**config.mk**
```make
export PLATFORM = sky130hd
export DESIGN_NAME = lfd_dma
export DESIGN_NICKNAME = d
export VERILOG_FILES = /design/src/rtl/lfd_pkg.sv /design/src/rtl/lfd_dma.sv
export SDC_FILE = /design/constraint.sdc
export NUM_CORES = 2
export LEC_CHECK = 0
export BUFFER_PORTS_ARGS = -buffer_cell sky130_fd_sc_hd__buf_2
export CAP_MARGIN = 20
export CELL_PAD_IN_SITES_DETAIL_PLACEMENT = 1
export CELL_PAD_IN_SITES_GLOBAL_PLACEMENT = 1
export CORE_UTILIZATION = 45
export DETAILED_ROUTE_END_ITERATION = 10
export PLACE_DENSITY = 0.82
export SETUP_SLACK_MARGIN = 0.5
export SYNTH_ARGS = -nofsm -noshare
export SYNTH_HDL_FRONTEND = slang
export SYNTH_SLANG_ARGS = --single-unit
```
**constraint.sdc**
```tcl
create_clock -name clk_i -period 32.6 [get_ports clk_i]
set_clock_uncertainty 0.1 [all_clocks]
set_input_delay 1.63 -clock clk_i [delete_from_list [all_inputs] [get_ports clk_i]]
set_output_delay 1.63 -clock clk_i [all_outputs]
set_load 0.02 [all_outputs]
```
**src/rtl/lfd_pkg.sv**
```systemverilog
package lfd_pkg;

    // =========================================================
    // Register map (byte offsets)
    localparam logic [7:0]  REG_CMD      = 8'h00;
    localparam logic [7:0]  REG_CONFIG   = 8'h04;
    localparam logic [7:0]  REG_TX_HEAD  = 8'h08;
    localparam logic [7:0]  REG_RX_HEAD  = 8'h0c;
    localparam logic [7:0]  REG_STATUS   = 8'h10;

    // Command register fields
    localparam int CMD_TX_GO   = 0;
    localparam int CMD_RX_GO   = 1;
    localparam int CMD_TX_ACK  = 8;
    localparam int CMD_RX_ACK  = 16;
    // Configuration register fields
    localparam int CFG_ONE_FRAG = 0;
    localparam logic CFG_RESET  = 1'b0;
    // Status register fields
    localparam int ST_TX_RUN   = 0;
    localparam int ST_RX_RUN   = 1;
    localparam int ST_TX_EOC   = 2;
    localparam int ST_RX_EOC   = 3;
    localparam int ST_FATAL    = 4;
    localparam int ST_TX_PEND  = 8;
    localparam int ST_RX_PEND  = 16;

    // =========================================================
    // Descriptor layout (word indices)
    localparam int DESC_FULL_WORDS = 22;
    localparam int DESC_ONE_WORDS  = 4;
    localparam int DESC_FWD        = 0;
    localparam int DESC_STAT       = 1;
    localparam int DESC_FRAG0      = 2;
    localparam int NUM_FRAGS       = 10;
    localparam logic [31:0] FWD_END    = 32'h0000_0000;
    localparam logic [31:0] FWD_MASK   = 32'hffff_fff8;
    localparam logic [31:0] STAT_OFS   = 32'h0000_0004;
    localparam int CS_FRM_CMP  = 14;
    localparam int CS_RX_EOC   = 11;
    localparam int CS_RX_ERR   = 10;
    localparam logic [15:0] CS_KEEP_MASK = 16'hb200;

    // =========================================================
    // Carriers
    typedef struct packed {
        logic        valid;
        logic        write;
        logic [31:0] addr;
        logic [31:0] wdata;
        logic [29:0] len;
    } lfd_mem_req_t;

    typedef struct packed {
        logic        rvalid;
        logic [31:0] rdata;
        logic        wdone;
    } lfd_mem_rsp_t;

    typedef struct packed {
        logic        valid;
        logic        last;
        logic [31:0] data;
    } lfd_tx_beat_t;

    typedef struct packed {
        logic        valid;
        logic        last;
        logic [2:0]  nbytes;
        logic [31:0] data;
    } lfd_rx_beat_t;

endpackage : lfd_pkg

```
**src/rtl/lfd_dma.sv**
```systemverilog
// Chosen here: the address map and strobed register access.
`timescale 1ns/1ns
// Contract
// [RL1] One descriptor is one frame; follow forward pointer to next descriptor.
// [RL2] A buffer holds part or all of one frame; frames may span buffers.
// [RL3] Start command begins the channel using the current descriptor's buffers.
// [RL4] Linked descriptors are processed back to back without new start commands.
// [RL5] An all-zero forward pointer marks the last descriptor.
// [RL6] After finishing a descriptor, overwrite its status word with frame-complete set.
// [RL7] Host reclaims only after frame-complete, clears status, relinks at tail.
// [RL8] Host acknowledges how many frames it has processed.
// [RL9] Status bits 12 and 13 are ignored by the device; host writes ones.
// [RL10] Start fetches the whole 88-byte descriptor regardless of fragments used.
// [RL11] Single-fragment bit set fetches only a 16-byte receive descriptor.
// [RL12] Single-fragment applies to receive only; transmit always fetched full.
// [RL13] Host manages descriptors in memory; registers only for start and ack.
// [RL14] Descriptors are eight-byte aligned; low three pointer bits ignored.
// [RL15] Completed receive frame sets status bit 14.
// [RL16] After a zero-pointer frame, stop channel and raise end-of-chain event.
// [RL17] Transmit frame size must equal fragment count sum, else fatal state.
// [RL18] Fetch as ascending 32-bit read bursts; write status as one word.
module lfd_dma (
    // Clock and reset
    input  wire logic                  clk_i,
    input  wire logic                  rst_i,
    // Register port
    input  wire logic [7:0]            reg_addr_i,
    input  wire logic [31:0]           reg_wdata_i,
    input  wire logic                  reg_wr_i,
    input  wire logic                  reg_rd_i,
    output logic [31:0]                reg_rdata_o,
    // Host memory master
    output lfd_pkg::lfd_mem_req_t      mem_req_o,
    input  wire lfd_pkg::lfd_mem_rsp_t mem_rsp_i,
    // Frame streams
    output lfd_pkg::lfd_tx_beat_t      tx_beat_o,
    input  wire lfd_pkg::lfd_rx_beat_t rx_beat_i,
    output logic                       rx_ready_o,
    // Events
    output logic                       tx_eoc_o,
    output logic                       rx_eoc_o,
    output logic                       fatal_o
);
    import lfd_pkg::*;

    typedef enum {
        S_IDLE, S_FETCH, S_FETCH_WAIT, S_CHECK, S_TX_REQ, S_TX_DATA,
        S_RX_FRAG, S_RX_WAIT, S_RX_WR, S_STAT_WR, S_STAT_WAIT, S_NEXT, S_FATAL
    } lfd_state_t;

    lfd_state_t  state;
    logic        network_config_reg;
    logic [31:0] tx_head;
    logic [31:0] rx_head;
    logic        tx_run;
    logic        rx_run;
    logic        tx_eoc;
    logic        rx_eoc;
    logic [7:0]  tx_pend;
    logic [7:0]  rx_pend;
    logic        is_rx;
    logic        last_rx;
    logic [31:0] desc_addr;
    logic [31:0] desc [DESC_FULL_WORDS];
    logic [4:0]  word_idx;
    logic [4:0]  word_cnt;
    logic [3:0]  frag;
    logic [29:0] words_left;
    logic [31:0] frag_off;
    logic [31:0] frag_left;
    logic [15:0] rx_size;
    logic        rx_err;
    logic        rx_done;
    logic        frame_done;

    logic        go_tx;
    logic        go_rx;
    logic        ack_err;
    logic [31:0] cur_cnt;
    logic [31:0] cur_addr;
    logic [31:0] next_cnt;
    logic [3:0]  frag_lim;
    logic [31:0] frag_sum;
    logic [15:0] stat_word;
    logic        fwd_zero;
    logic        rx_take;

    // =========================================================
    // Register writes
    assign go_tx = reg_wr_i && reg_addr_i == REG_CMD && reg_wdata_i[CMD_TX_GO];
    assign go_rx = reg_wr_i && reg_addr_i == REG_CMD && reg_wdata_i[CMD_RX_GO];

    always_ff @(posedge clk_i or posedge rst_i) begin
        if (rst_i) begin
            network_config_reg <= CFG_RESET;
            tx_head            <= 32'h0000_0000;
            rx_head            <= 32'h0000_0000;
        end else if (reg_wr_i) begin
            case (reg_addr_i)
                REG_CONFIG:  network_config_reg <= reg_wdata_i[CFG_ONE_FRAG];
                REG_TX_HEAD: tx_head <= reg_wdata_i & FWD_MASK; // RL14
                REG_RX_HEAD: rx_head <= reg_wdata_i & FWD_MASK; // RL14
                default: ;
            endcase
        end
    end

    // Read data one cycle after the strobe; unmapped offsets read zero
    always_ff @(posedge clk_i or posedge rst_i) begin
        if (rst_i) begin
            reg_rdata_o <= 32'h0000_0000;
        end else if (reg_rd_i) begin
            case (reg_addr_i)
                REG_CONFIG:  reg_rdata_o <= {31'h0000_0000, network_config_reg};
                REG_TX_HEAD: reg_rdata_o <= tx_head;
                REG_RX_HEAD: reg_rdata_o <= rx_head;
                REG_STATUS:  reg_rdata_o <= {8'h00, rx_pend, tx_pend, 3'h0,
                                             fatal_o, rx_eoc, tx_eoc, rx_run, tx_run};
                default:     reg_rdata_o <= 32'h0000_0000;
            endcase
        end else begin
            reg_rdata_o <= 32'h0000_0000;
        end
    end

    // =========================================================
    // Channel run flags; a start is ignored while the channel runs
    always_ff @(posedge clk_i or posedge rst_i) begin
        if (rst_i) begin
            tx_run <= 1'b0;
            rx_run <= 1'b0;
        end else begin
            if (state == S_NEXT && fwd_zero && !is_rx) begin
                tx_run <= 1'b0; // RL16
            end else if (go_tx && state != S_FATAL) begin
                tx_run <= 1'b1; // RL3
            end
            if (state == S_NEXT && fwd_zero && is_rx) begin
                rx_run <= 1'b0; // RL16
            end else if (go_rx && state != S_FATAL) begin
                rx_run <= 1'b1; // RL3
            end
        end
    end

    // End-of-chain flags: sticky, write one to clear, set wins
    always_ff @(posedge clk_i or posedge rst_i) begin
        if (rst_i) begin
            tx_eoc   <= 1'b0;
            rx_eoc   <= 1'b0;
            tx_eoc_o <= 1'b0;
            rx_eoc_o <= 1'b0;
        end else begin
            tx_eoc_o <= state == S_NEXT && fwd_zero && !is_rx;
            rx_eoc_o <= state == S_NEXT && fwd_zero && is_rx;
            if (state == S_NEXT && fwd_zero && !is_rx) begin
                tx_eoc <= 1'b1; // RL16
            end else if (reg_wr_i && reg_addr_i == REG_STATUS && reg_wdata_i[ST_TX_EOC]) begin
                tx_eoc <= 1'b0;
            end
            if (state == S_NEXT && fwd_zero && is_rx) begin
                rx_eoc <= 1'b1; // RL16
            end else if (reg_wr_i && reg_addr_i == REG_STATUS && reg_wdata_i[ST_RX_EOC]) begin
                rx_eoc <= 1'b0;
            end
        end
    end

    // Completed frames awaiting host acknowledgement
    assign ack_err = reg_wr_i && reg_addr_i == REG_CMD &&
                     ((reg_wdata_i[CMD_TX_ACK +: 8] > tx_pend) ||
                      (reg_wdata_i[CMD_RX_ACK +: 8] > rx_pend));

    always_ff @(posedge clk_i or posedge rst_i) begin
        if (rst_i) begin
            tx_pend <= 8'h00;
            rx_pend <= 8'h00;
        end else begin
            if (reg_wr_i && reg_addr_i == REG_CMD && !ack_err) begin
                tx_pend <= tx_pend - reg_wdata_i[CMD_TX_ACK +: 8] +
                           {7'h00, frame_done && !is_rx}; // RL8
                rx_pend <= rx_pend - reg_wdata_i[CMD_RX_ACK +: 8] +
                           {7'h00, frame_done && is_rx}; // RL8
            end else begin
                tx_pend <= tx_pend + {7'h00, frame_done && !is_rx};
                rx_pend <= rx_pend + {7'h00, frame_done && is_rx};
            end
        end
    end

    // =========================================================
    // Descriptor views
    assign frag_lim = (is_rx && network_config_reg) ? 4'd1 : 4'(NUM_FRAGS); // RL11 RL12
    assign cur_cnt  = desc[DESC_FRAG0 + 2 * int'(frag)];
    assign cur_addr = desc[DESC_FRAG0 + 2 * int'(frag) + 1];
    assign next_cnt = (frag + 4'd1 < frag_lim) ? desc[DESC_FRAG0 + 2 * int'(frag) + 2]
                                               : 32'h0000_0000;
    assign fwd_zero = desc[DESC_FWD] == FWD_END; // RL5
    assign rx_take  = rx_ready_o && rx_beat_i.valid;

    always_comb begin
        frag_sum = 32'h0000_0000;
        for (int i = 0; i < NUM_FRAGS; i++) begin
            frag_sum = frag_sum + desc[DESC_FRAG0 + 2 * i];
        end
    end

    // Bits 12 and 13 pass through untouched and are never interpreted
    always_comb begin
        stat_word = desc[DESC_STAT][15:0] | (16'h0001 << CS_FRM_CMP); // RL6 RL9
        if (is_rx) begin
            stat_word = (desc[DESC_STAT][15:0] & CS_KEEP_MASK) |
                        (16'h0001 << CS_FRM_CMP); // RL15
            stat_word[CS_RX_EOC] = fwd_zero;
            stat_word[CS_RX_ERR] = rx_err;
        end
    end

    // =========================================================
    // Descriptor engine
    always_ff @(posedge clk_i or posedge rst_i) begin
        if (rst_i) begin
            state      <= S_IDLE;
            is_rx      <= 1'b0;
            last_rx    <= 1'b0;
            desc_addr  <= 32'h0000_0000;
            word_idx   <= 5'd0;
            word_cnt   <= 5'd0;
            frag       <= 4'd0;
            words_left <= 30'd0;
            frag_off   <= 32'h0000_0000;
            frag_left  <= 32'h0000_0000;
            rx_size    <= 16'h0000;
            rx_err     <= 1'b0;
            rx_done    <= 1'b0;
            frame_done <= 1'b0;
            fatal_o    <= 1'b0;
            mem_req_o  <= '0;
            tx_beat_o  <= '0;
            rx_ready_o <= 1'b0;
            for (int i = 0; i < DESC_FULL_WORDS; i++) begin
                desc[i] <= 32'h0000_0000;
            end
        end else begin
            mem_req_o.valid <= 1'b0;
            tx_beat_o.valid <= 1'b0;
            tx_beat_o.last  <= 1'b0;
            frame_done      <= 1'b0;
            if (ack_err) begin
                state   <= S_FATAL;
                fatal_o <= 1'b1;
            end else begin
                case (state)
                    S_IDLE: begin
                        // Alternate channels between chains; a chain runs to its end before the other is served
                        if (rx_run && (!tx_run || !last_rx)) begin
                            is_rx     <= 1'b1;
                            last_rx   <= 1'b1;
                            desc_addr <= rx_head; // RL3
                            state     <= S_FETCH;
                        end else if (tx_run) begin
                            is_rx     <= 1'b0;
                            last_rx   <= 1'b0;
                            desc_addr <= tx_head; // RL3
                            state     <= S_FETCH;
                        end
                    end
                    S_FETCH: begin
                        word_idx  <= 5'd0;
                        word_cnt  <= (is_rx && network_config_reg) ?
                                     5'(DESC_ONE_WORDS) : 5'(DESC_FULL_WORDS); // RL10 RL11 RL12
                        mem_req_o <= '{valid: 1'b1, write: 1'b0, addr: desc_addr,
                                       wdata: 32'h0000_0000,
                                       len: (is_rx && network_config_reg) ?
                                            30'(DESC_ONE_WORDS) :
                                            30'(DESC_FULL_WORDS)}; // RL18
                        state     <= S_FETCH_WAIT;
                    end
                    S_FETCH_WAIT: begin
                        if (mem_rsp_i.rvalid) begin
                            desc[word_idx] <= mem_rsp_i.rdata; // RL18
                            word_idx       <= word_idx + 5'd1;
                            if (word_idx + 5'd1 == word_cnt) begin
                                state <= S_CHECK;
                            end
                        end
                    end
                    S_CHECK: begin
                        frag      <= 4'd0;
                        rx_size   <= 16'h0000;
                        rx_err    <= 1'b0;
                        rx_done   <= 1'b0;
                        if (is_rx && network_config_reg) begin
                            // Unfetched fragment slots must not leak old counts
                            for (int i = DESC_ONE_WORDS; i < DESC_FULL_WORDS; i++) begin
                                desc[i] <= 32'h0000_0000;
                            end
                        end
                        if (!is_rx && frag_sum != {16'h0000, desc[DESC_STAT][31:16]}) begin
                            state   <= S_FATAL; // RL17
                            fatal_o <= 1'b1;
                        end else begin
                            state <= is_rx ? S_RX_FRAG : S_TX_REQ;
                        end
                    end
                    S_TX_REQ: begin
                        // A zero count ends the fragment list of this frame
                        if (frag == frag_lim || cur_cnt == 32'h0000_0000) begin
                            state <= S_STAT_WR; // RL2
                        end else begin
                            words_left <= 30'((cur_cnt + 32'd3) >> 2);
                            mem_req_o  <= '{valid: 1'b1, write: 1'b0, addr: cur_addr,
                                            wdata: 32'h0000_0000,
                                            len: 30'((cur_cnt + 32'd3) >> 2)};
                            state      <= S_TX_DATA;
                        end
                    end
                    S_TX_DATA: begin
                        if (mem_rsp_i.rvalid) begin
                            tx_beat_o.valid <= 1'b1;
                            tx_beat_o.data  <= mem_rsp_i.rdata;
                            tx_beat_o.last  <= words_left == 30'd1 &&
                                               next_cnt == 32'h0000_0000; // RL1
                            words_left      <= words_left - 30'd1;
                            if (words_left == 30'd1) begin
                                frag  <= frag + 4'd1;
                                state <= S_TX_REQ;
                            end
                        end
                    end
                    S_RX_FRAG: begin
                        frag_off   <= 32'h0000_0000;
                        frag_left  <= cur_cnt;
                        rx_ready_o <= 1'b1;
                        state      <= S_RX_WAIT;
                        if (frag == frag_lim || cur_cnt == 32'h0000_0000) begin
                            rx_err <= 1'b1; // Out of buffer space: rest is dropped
                        end
                    end
                    S_RX_WAIT: begin
                        if (rx_take) begin
                            rx_ready_o <= 1'b0;
                            rx_size    <= rx_size + {13'h0000, rx_beat_i.nbytes};
                            rx_done    <= rx_beat_i.last;
                            if (rx_err) begin
                                rx_ready_o <= !rx_beat_i.last;
                                state      <= rx_beat_i.last ? S_STAT_WR : S_RX_WAIT;
                            end else begin
                                mem_req_o <= '{valid: 1'b1, write: 1'b1,
                                               addr: cur_addr + frag_off,
                                               wdata: rx_beat_i.data, len: 30'd1};
                                state     <= S_RX_WR;
                            end
                        end
                    end
                    S_RX_WR: begin
                        if (mem_rsp_i.wdone) begin
                            frag_off  <= frag_off + 32'd4;
                            frag_left <= (frag_left > 32'd4) ? frag_left - 32'd4
                                                             : 32'h0000_0000;
                            if (rx_done) begin
                                state <= S_STAT_WR; // RL2
                            end else if (frag_left <= 32'd4) begin
                                frag  <= frag + 4'd1;
                                state <= S_RX_FRAG;
                            end else begin
                                rx_ready_o <= 1'b1;
                                state      <= S_RX_WAIT;
                            end
                        end
                    end
                    S_STAT_WR: begin
                        mem_req_o <= '{valid: 1'b1, write: 1'b1,
                                       addr: desc_addr + STAT_OFS,
                                       wdata: {is_rx ? rx_size : desc[DESC_STAT][31:16],
                                               stat_word},
                                       len: 30'd1}; // RL6 RL18
                        state     <= S_STAT_WAIT;
                    end
                    S_STAT_WAIT: begin
                        if (mem_rsp_i.wdone) begin
                            frame_done <= 1'b1;
                            state      <= S_NEXT;
                        end
                    end
                    S_NEXT: begin
                        if (fwd_zero) begin
                            state <= S_IDLE; // RL16
                        end else begin
                            desc_addr <= desc[DESC_FWD] & FWD_MASK; // RL1 RL14
                            state     <= S_FETCH; // RL4
                        end
                    end
                    S_FATAL: begin
                        rx_ready_o <= 1'b0;
                    end
                    default: state <= S_IDLE;
                endcase
            end
        end
    end

endmodule : lfd_dma

```
**Yosys cells after proc, flatten, opt, wreduce, memory -nomap -nowiden**

Index checks and enable logic that the tools add are counted.

- Register bits after elaboration: 1141
- Bits in latches: 0
- Memory bits (writable): 0
- Bits in read-only memories: 0
- Input bits: 115
- Output and inout port bits: 166
- Word-level logic and storage cells: 313
- Memories: 0

- Add/subtract/negate cells: 27
- Multiply operators: 0
- Divide/modulo/power cells: 0
- Magnitude comparators: 10
- Eq/ne operators: 45
- Shift operators: 0
- Mux-type cells: 100
- Bitwise gates (word level): 5
- Reduce and logical (&&, ||, !) cells: 69

Operators with widths:

| cell | count |
|---|---|
| $mux W576 | 2 |
| $pmux W576 S2 | 1 |
| $mux W32 | 25 |
| $bwmux W704 | 1 |
| $bmux W32 S5 | 3 |
| $pmux W32 S13 | 1 |
| $mux W96 | 4 |
| $pmux W96 S4 | 1 |
| $add A32 B32 Y32 | 10 |
| $pmux W32 S2 | 3 |
| $demux W32 S5 | 1 |
| $eq A32 B4 Y1 const B | 5 |
| $eq A32 B3 Y1 const B | 4 |
| $logic_not A32 Y1 | 4 |
| $pmux W32 S4 | 1 |
| $mux W34 | 3 |
| $ge A32 B6 Y1 const B | 3 |
| $add A32 B2 Y32 const B | 2 |
| $add A32 B3 Y32 const B | 2 |
| $eq A32 B2 Y1 const B | 2 |
| $not A32 Y32 | 2 |
| $mux W30 | 2 |
| $pmux W30 S2 | 1 |
| $mux W4 | 11 |
| other kinds (56) | 162 |

**Longest topological paths before layout**

- Word-level depth: 14
- Depth in mapped cells: 24

**Worst setup path before layout**

OpenSTA, ideal clock, no wires.

- Path type: register to register
- Start: register desc[425] (netlist name)
- End: register fatal_o
- Setup time: 127 ps
- Arrival: 5467 ps
- Required time: 32373 ps
- Setup slack: 26906 ps
- Stages on the path, launching flop included: 20
- Period minus slack after synthesis: 5694 ps
- Cells stage by stage: dfrtp_1 > fa_1 > inv_1 > fa_1 > fa_1 > fa_1 > inv_1 > fa_1 > ha_1 > clkbuf_1 > nand4_1 > a211oi_1 > nor3_1 > o41ai_1 > o22ai_1 > mux2_2 > o211ai_1 > nor4_1 > a31oi_1 > or2_2

- Cells in the longest elaborated chain, start to end: 11

Ends and longest elaborated chain:

| what | line | RTL |
|---|---|---|
| start: declaration | lfd_dma.sv:64 | `logic [31:0] desc [DESC_FULL_WORDS];` |
| start signal: indexed assignment | lfd_dma.sv:281 | `desc[word_idx] <= mem_rsp_i.rdata;` |
| $add A32 B32 Y32 (7 in a row) | lfd_dma.sv:204 | `frag_sum = frag_sum + desc[DESC_FRAG0 + 2 * i];` |
| $ne A32 B16 Y1 | lfd_dma.sv:299 | `if (!is_rx && frag_sum != {16'h0000, desc[DESC_STAT][31:16]}) begin` |
| $logic_and A1 B1 Y1 | lfd_dma.sv:299 |  |
| $reduce_bool A2 Y1 (no line) | - |  |
| $reduce_and A2 Y1 (no line) | - |  |
| end signal: assignment | lfd_dma.sv:237 | `fatal_o <= 1'b0;` |
| end signal: assignment | lfd_dma.sv:251 | `fatal_o <= 1'b1;` |
| end signal: assignment | lfd_dma.sv:301 | `fatal_o <= 1'b1;` |
| end: declaration | lfd_dma.sv:42 | `output logic fatal_o` |

No other way between the ends.
A chain may end at the register's enable or synchronous reset.

**Worst setup path in the final report**

- Start: register frag[0]
- End: register mem_req_o[86] (netlist name)

- Cells in the longest elaborated chain, start to end: 10
- Elaborated cells on any way between the ends: 20
- Classes of those cells: add/sub (3); eq/ne (2); mux (10); bitwise (2); reduce/logical (3)

Ends and longest elaborated chain:

| what | line | RTL |
|---|---|---|
| start: declaration | lfd_dma.sv:67 | `logic [3:0] frag;` |
| start signal: assignment | lfd_dma.sv:326 | `frag <= frag + 4'd1;` |
| start signal: assignment | lfd_dma.sv:364 | `frag <= frag + 4'd1;` |
| $add A2 B5 Y6 | lfd_dma.sv:194, lfd_dma.sv:195 |  |
| $add A32 B2 Y32 | lfd_dma.sv:195 | `assign cur_addr = desc[DESC_FRAG0 + 2 * int'(frag) + 1];` |
| $not A32 Y32 (implied by the code) | lfd_dma.sv:195 |  |
| $bmux W32 S5 | lfd_dma.sv:195 |  |
| $mux W32 (implied by the code) (2 in a row) | lfd_dma.sv:195 |  |
| $add A32 B32 Y32 | lfd_dma.sv:350 | `addr: cur_addr + frag_off,` |
| $mux W96 | lfd_dma.sv:345 | `if (rx_err) begin` |
| $mux W96 | lfd_dma.sv:341 | `if (rx_take) begin` |
| $pmux W96 S4 | lfd_dma.sv:253 | `case (state)` |
| end signal: assignment | lfd_dma.sv:272 | `mem_req_o <= '{valid: 1'b1, write: 1'b0, addr: desc_addr,` |
| end signal: assignment | lfd_dma.sv:349 | `mem_req_o <= '{valid: 1'b1, write: 1'b1,` |
| end signal: assignment | lfd_dma.sv:373 | `mem_req_o <= '{valid: 1'b1, write: 1'b1,` |
| end: declaration | lfd_dma.sv:33 | `output lfd_pkg::lfd_mem_req_t mem_req_o,` |

Parallel ways exist; a longest one is shown, timed or not. The select of a mux whose other input is x is not followed.

==> flow_summary.rst <==
.. list-table::
   :header-rows: 1

   * - Metric
     - Value
   * - Flip-flop count of the largest register after layout
     - 704
   * - EDFF count, synth
     - 0
   * - TritonCTS clock tree
     - yes
   * - Destination of the critical timing path
     - mem_req_o[86]$_DFFE_PP0P_
   * - Setup repair after global routing missed its margin
     - no
   * - Largest Register
     - desc
   * - Synthesized flop and latch total
     - 1105
   * - Number of port buffers
     - 280
   * - Avg Synthesized Cell Area
     - 10.11 sq um
   * - Setup tns final
     - 0 ns
   * - Area of the core region
     - 0.1363 sq mm
   * - Total power divided by cell area
     - 77.07 mW/mm^2
   * - Number of buffers created by CTS
     - 130
   * - Final Setup Violations
     - 0
   * - Detailed Routing Iterations Pass 1
     - 7
   * - Area grow syn2layout
     - 12.01%
   * - Origin of the critical flop-to-flop path
     - frag[0]$_DFFE_PP0P_
   * - Relative slew margins
     - 14.28%
   * - Resized cells post-CTS
     - 0
   * - Floorplan die area
     - 0.1396 sq mm
   * - Prevailing post-synth register cell
     - dfrtp_1
   * - Required time of the critical path
     - 33.18 ns
   * - Final ANT Viol Nets
     - 0
   * - Stage delay of the slowest cell on the critical path
     - 0.85 ns
   * - Max Fclk
     - 136.6 MHz
   * - Per-cell via count in the routed design
     - 6.648
   * - Clock insertion delay at the later pin of the skew report
     - 0.79 ns
   * - Depth of the most critical reg-to-reg path
     - 12
   * - CP Cell Sequence
     - ha_4 -> buf_4 -> mux4_2 -> mux2i_1 -> o22ai_1 -> or4_1 -> nor4_1 -> and4_1 -> a221o_4 -> buf_4 -> inv_2 -> o22a_1
   * - I/O pin count
     - 281
   * - Max-Cap Viols
     - 0
   * - Crit. End Element
     - register
   * - Filler Cell Count
     - 14895
   * - Cell repeated most along the worst path
     - buf_4
   * - Detailed Route Iter0 Violations
     - 6347
   * - Synthesized net count
     - 6638
   * - Count of final hold-check violations
     - 0
   * - Detailed-route wire length
     - 260600 microns
   * - Async S/R FF share, synth
     - 100.0%
   * - Arrival time at the worst endpoint
     - 7.90 ns
   * - Synth unique cells
     - 89
   * - Number of synthesis warnings
     - 0
   * - Root buf cell
     - clkbuf_16
   * - Post-detail-place hpwl
     - 183300 microns
   * - Max-slew violation count
     - 0
   * - Leakage power summed over all cells
     - 30.78 nW
   * - DR WL/cell
     - 31.89 microns
   * - CP startpoint kind
     - register
   * - Post-CTS Setup Bufs
     - 0
   * - Total of hold buffers inserted after clock tree synthesis
     - 0
   * - Clock-pin slew reported for the worst setup and hold paths after clock tree synthesis
     - 0.06 ns
   * - Die span in x
     - 373.6 microns
   * - Post-layout total power
     - 5.364 mW
   * - Ratio of cells with drive above 1 in the final layout
     - 16.32%
   * - Worst vdd rail ir drop
     - 0.04786 mV
   * - Synthesized instance count
     - 6148
   * - Total global-route track usage
     - 37.30%
   * - Y dimension of the die
     - 373.6 microns
   * - Wire length of the first global-routing pass
     - 385800 microns
   * - Crit path launch
     - frag[0]$_DFFE_PP0P_
   * - CP Class
     - register to register
   * - Type of the most critical hold path
     - register to register
   * - Final Cycle Share
     - 22.46%
   * - Count of vias placed by the detailed router
     - 54320
   * - Slew at the pin with the worst max-slew slack
     - 1.286 ns
   * - Clock period minus worst slack
     - 7.323 ns
   * - Capturing point of the worst reg2reg path
     - mem_req_o[86]$_DFFE_PP0P_
   * - Max Fanout on Critical Path
     - 88
   * - Critical Path Slowest Stage Cell
     - buf_4
   * - Number of nets at the end of the flow
     - 6770
   * - Status
     - complete, no violations
   * - Via count of the first global-routing pass
     - 56903
   * - Total congestion overflow after global routing
     - 0
   * - Sequential fraction of the synthesis area
     - 44.50%
   * - Sinks on the clock net
     - 1105
   * - Initial core utilization
     - 45.59%
   * - Largest buffer count on any clock path
     - 3
   * - Setup slack on the worst flop-to-flop path
     - 25.28 ns
   * - Number of placement rows
     - 135
   * - Largest net degree at the start of global routing
     - 166
   * - Initial antenna violation count
     - 23
   * - Deepest level of the CTS H-tree
     - 4
   * - Placer's final routability congestion estimate
     - 1.020
   * - Remaining DRCs
     - 0
   * - Syn Std Cell Area
     - 0.06214 sq mm
   * - Top flop regs
     - desc x704, mem_req_o x96, tx_beat_o x34
[how the worst min path moves through the flow]
stage                          start                    end  slack [ns]  cells past startpoint
2_1_floorplan     tx_eoc$_DFFE_PP0P_     tx_eoc$_DFFE_PP0P_        0.34                      1
3_3_place_gp      tx_eoc$_DFFE_PP0P_     tx_eoc$_DFFE_PP0P_        0.36                      1
3_5_place_dp   desc[462]$_DFFE_PP0P_  desc[462]$_DFFE_PP0P_        0.36                      2
4_1_cts         desc[92]$_DFFE_PP0P_   desc[92]$_DFFE_PP0P_        0.38                      2
5_1_grt           tx_eoc$_DFFE_PP0P_     tx_eoc$_DFFE_PP0P_        0.39                      1
6_report        desc[92]$_DFFE_PP0P_   desc[92]$_DFFE_PP0P_        0.38                      2
[synthesized netlist by cell type (73+ instances only)]
library cell  instances  area, sq um
mux4_2              127         2860
xor2_1               89        779.5
xnor2_1              93        814.5
mux2i_1             105         1051
nor2_1              244        915.9
nand3_1              73        365.4
nor4_1              106        663.1
o21ai_0             868         4344
nand2_1            1004         3769
clkbuf_1            287         1077
inv_1               346         1299
ha_1                130         1627
dfrtp_1            1105        27650
fa_1                245         4905
mux2_2              247         2781
a21oi_1             212         1061
[power breakdown]
part	switching, mW	total [mW]	internal, mW	leakage, nW
sequential	0.319	1.89	1.57	15.1
clock	0.637	1.52	0.878	2.13
combinational	1.31	1.96	0.650	13.5
[critical path, delay by kind of cell, from the launching register on]
family,cells,cell delay [ns]
AO/OA/AOI/OAI,3,1.21
adder cells (fa/ha/maj),1,0.83
buffers and inverters,3,1.83
flip-flops,1,0.74
multiplexers,2,1.06
AND/OR/NAND/NOR,3,1.29
[cell usage in the layout (no fill, tap or decap), types with 49 or more instances in the layout]
master,netlist,layout
o21ai_1,69,73
nand4_1,59,59
a22oi_1,49,49
xor2_1,89,88
nor4_1,106,104
a21oi_1,212,211
mux2i_1,105,105
nor2_1,244,238
inv_1,346,344
o21ai_0,868,860
nand2_1,1004,985
buf_4,16,89
fa_1,245,245
dfrtp_1,1105,1104
ha_1,130,129
mux2_2,247,247
nand3_1,73,70
buf_2,31,282
mux4_2,127,127
xnor2_1,93,92
clkbuf_16,0,133
[cells by family after synthesis]
kind of cell	share of synthesized area, %
multiplexers	10.77
XOR/XNOR	2.601
flip-flops	44.50
other	0.006034
AND/OR/NAND/NOR	12.60
AO/OA/AOI/OAI	14.27
adder cells (fa/ha/maj)	10.51
buffers and inverters	4.750
[per-stage QoR]
| stage | instances | util (%) | setup WS (ns) | hold WS, ns | cell area [sq um] |
|---|---|---|---|---|---|
| finish | 8171 | 51.06 | 25.28 | 0.3763 | 69610 |
| global route | 8163 | 51.05 | 24.92 | 0.3935 | 69590 |
| CTS | 8147 | 50.92 | 25.36 | 0.3816 | 69410 |
| detailed placement | 7918 | 47.75 | 25.42 | 0.3647 | 65080 |
| global placement | 7915 | 47.73 | 25.54 | 0.3554 | 65060 |
| floorplan | 6148 | - | 15.62 | 0.3419 | 62150 |
[per-layer routing]
layer | GRT usage [%] | part of all wire [%]
met2 | 55.90 | 45
met4 | 24.09 | 7.3
met1 | 46.43 | 37
met3 | 11.98 | 12
met5 | 0 | 0.028
[area by class of cell]
| class | count | area [sq um] | area share (%) |
|---|---|---|---|
| well taps | 1781 | 2228 | 3.201 |
| multi-input cells | 4313 | 31770 | 45.65 |
| clock inverters | 52 | 630.6 | 0.9060 |
| flip-flops and latches | 1105 | 27660 | 39.73 |
| diodes | 13 | 32.53 | 0.04674 |
| clock buffers | 177 | 3694 | 5.306 |
| repair buffers | 381 | 2280 | 3.275 |
| inverters | 349 | 1314 | 1.887 |
Power figures use the tool's default switching activity.
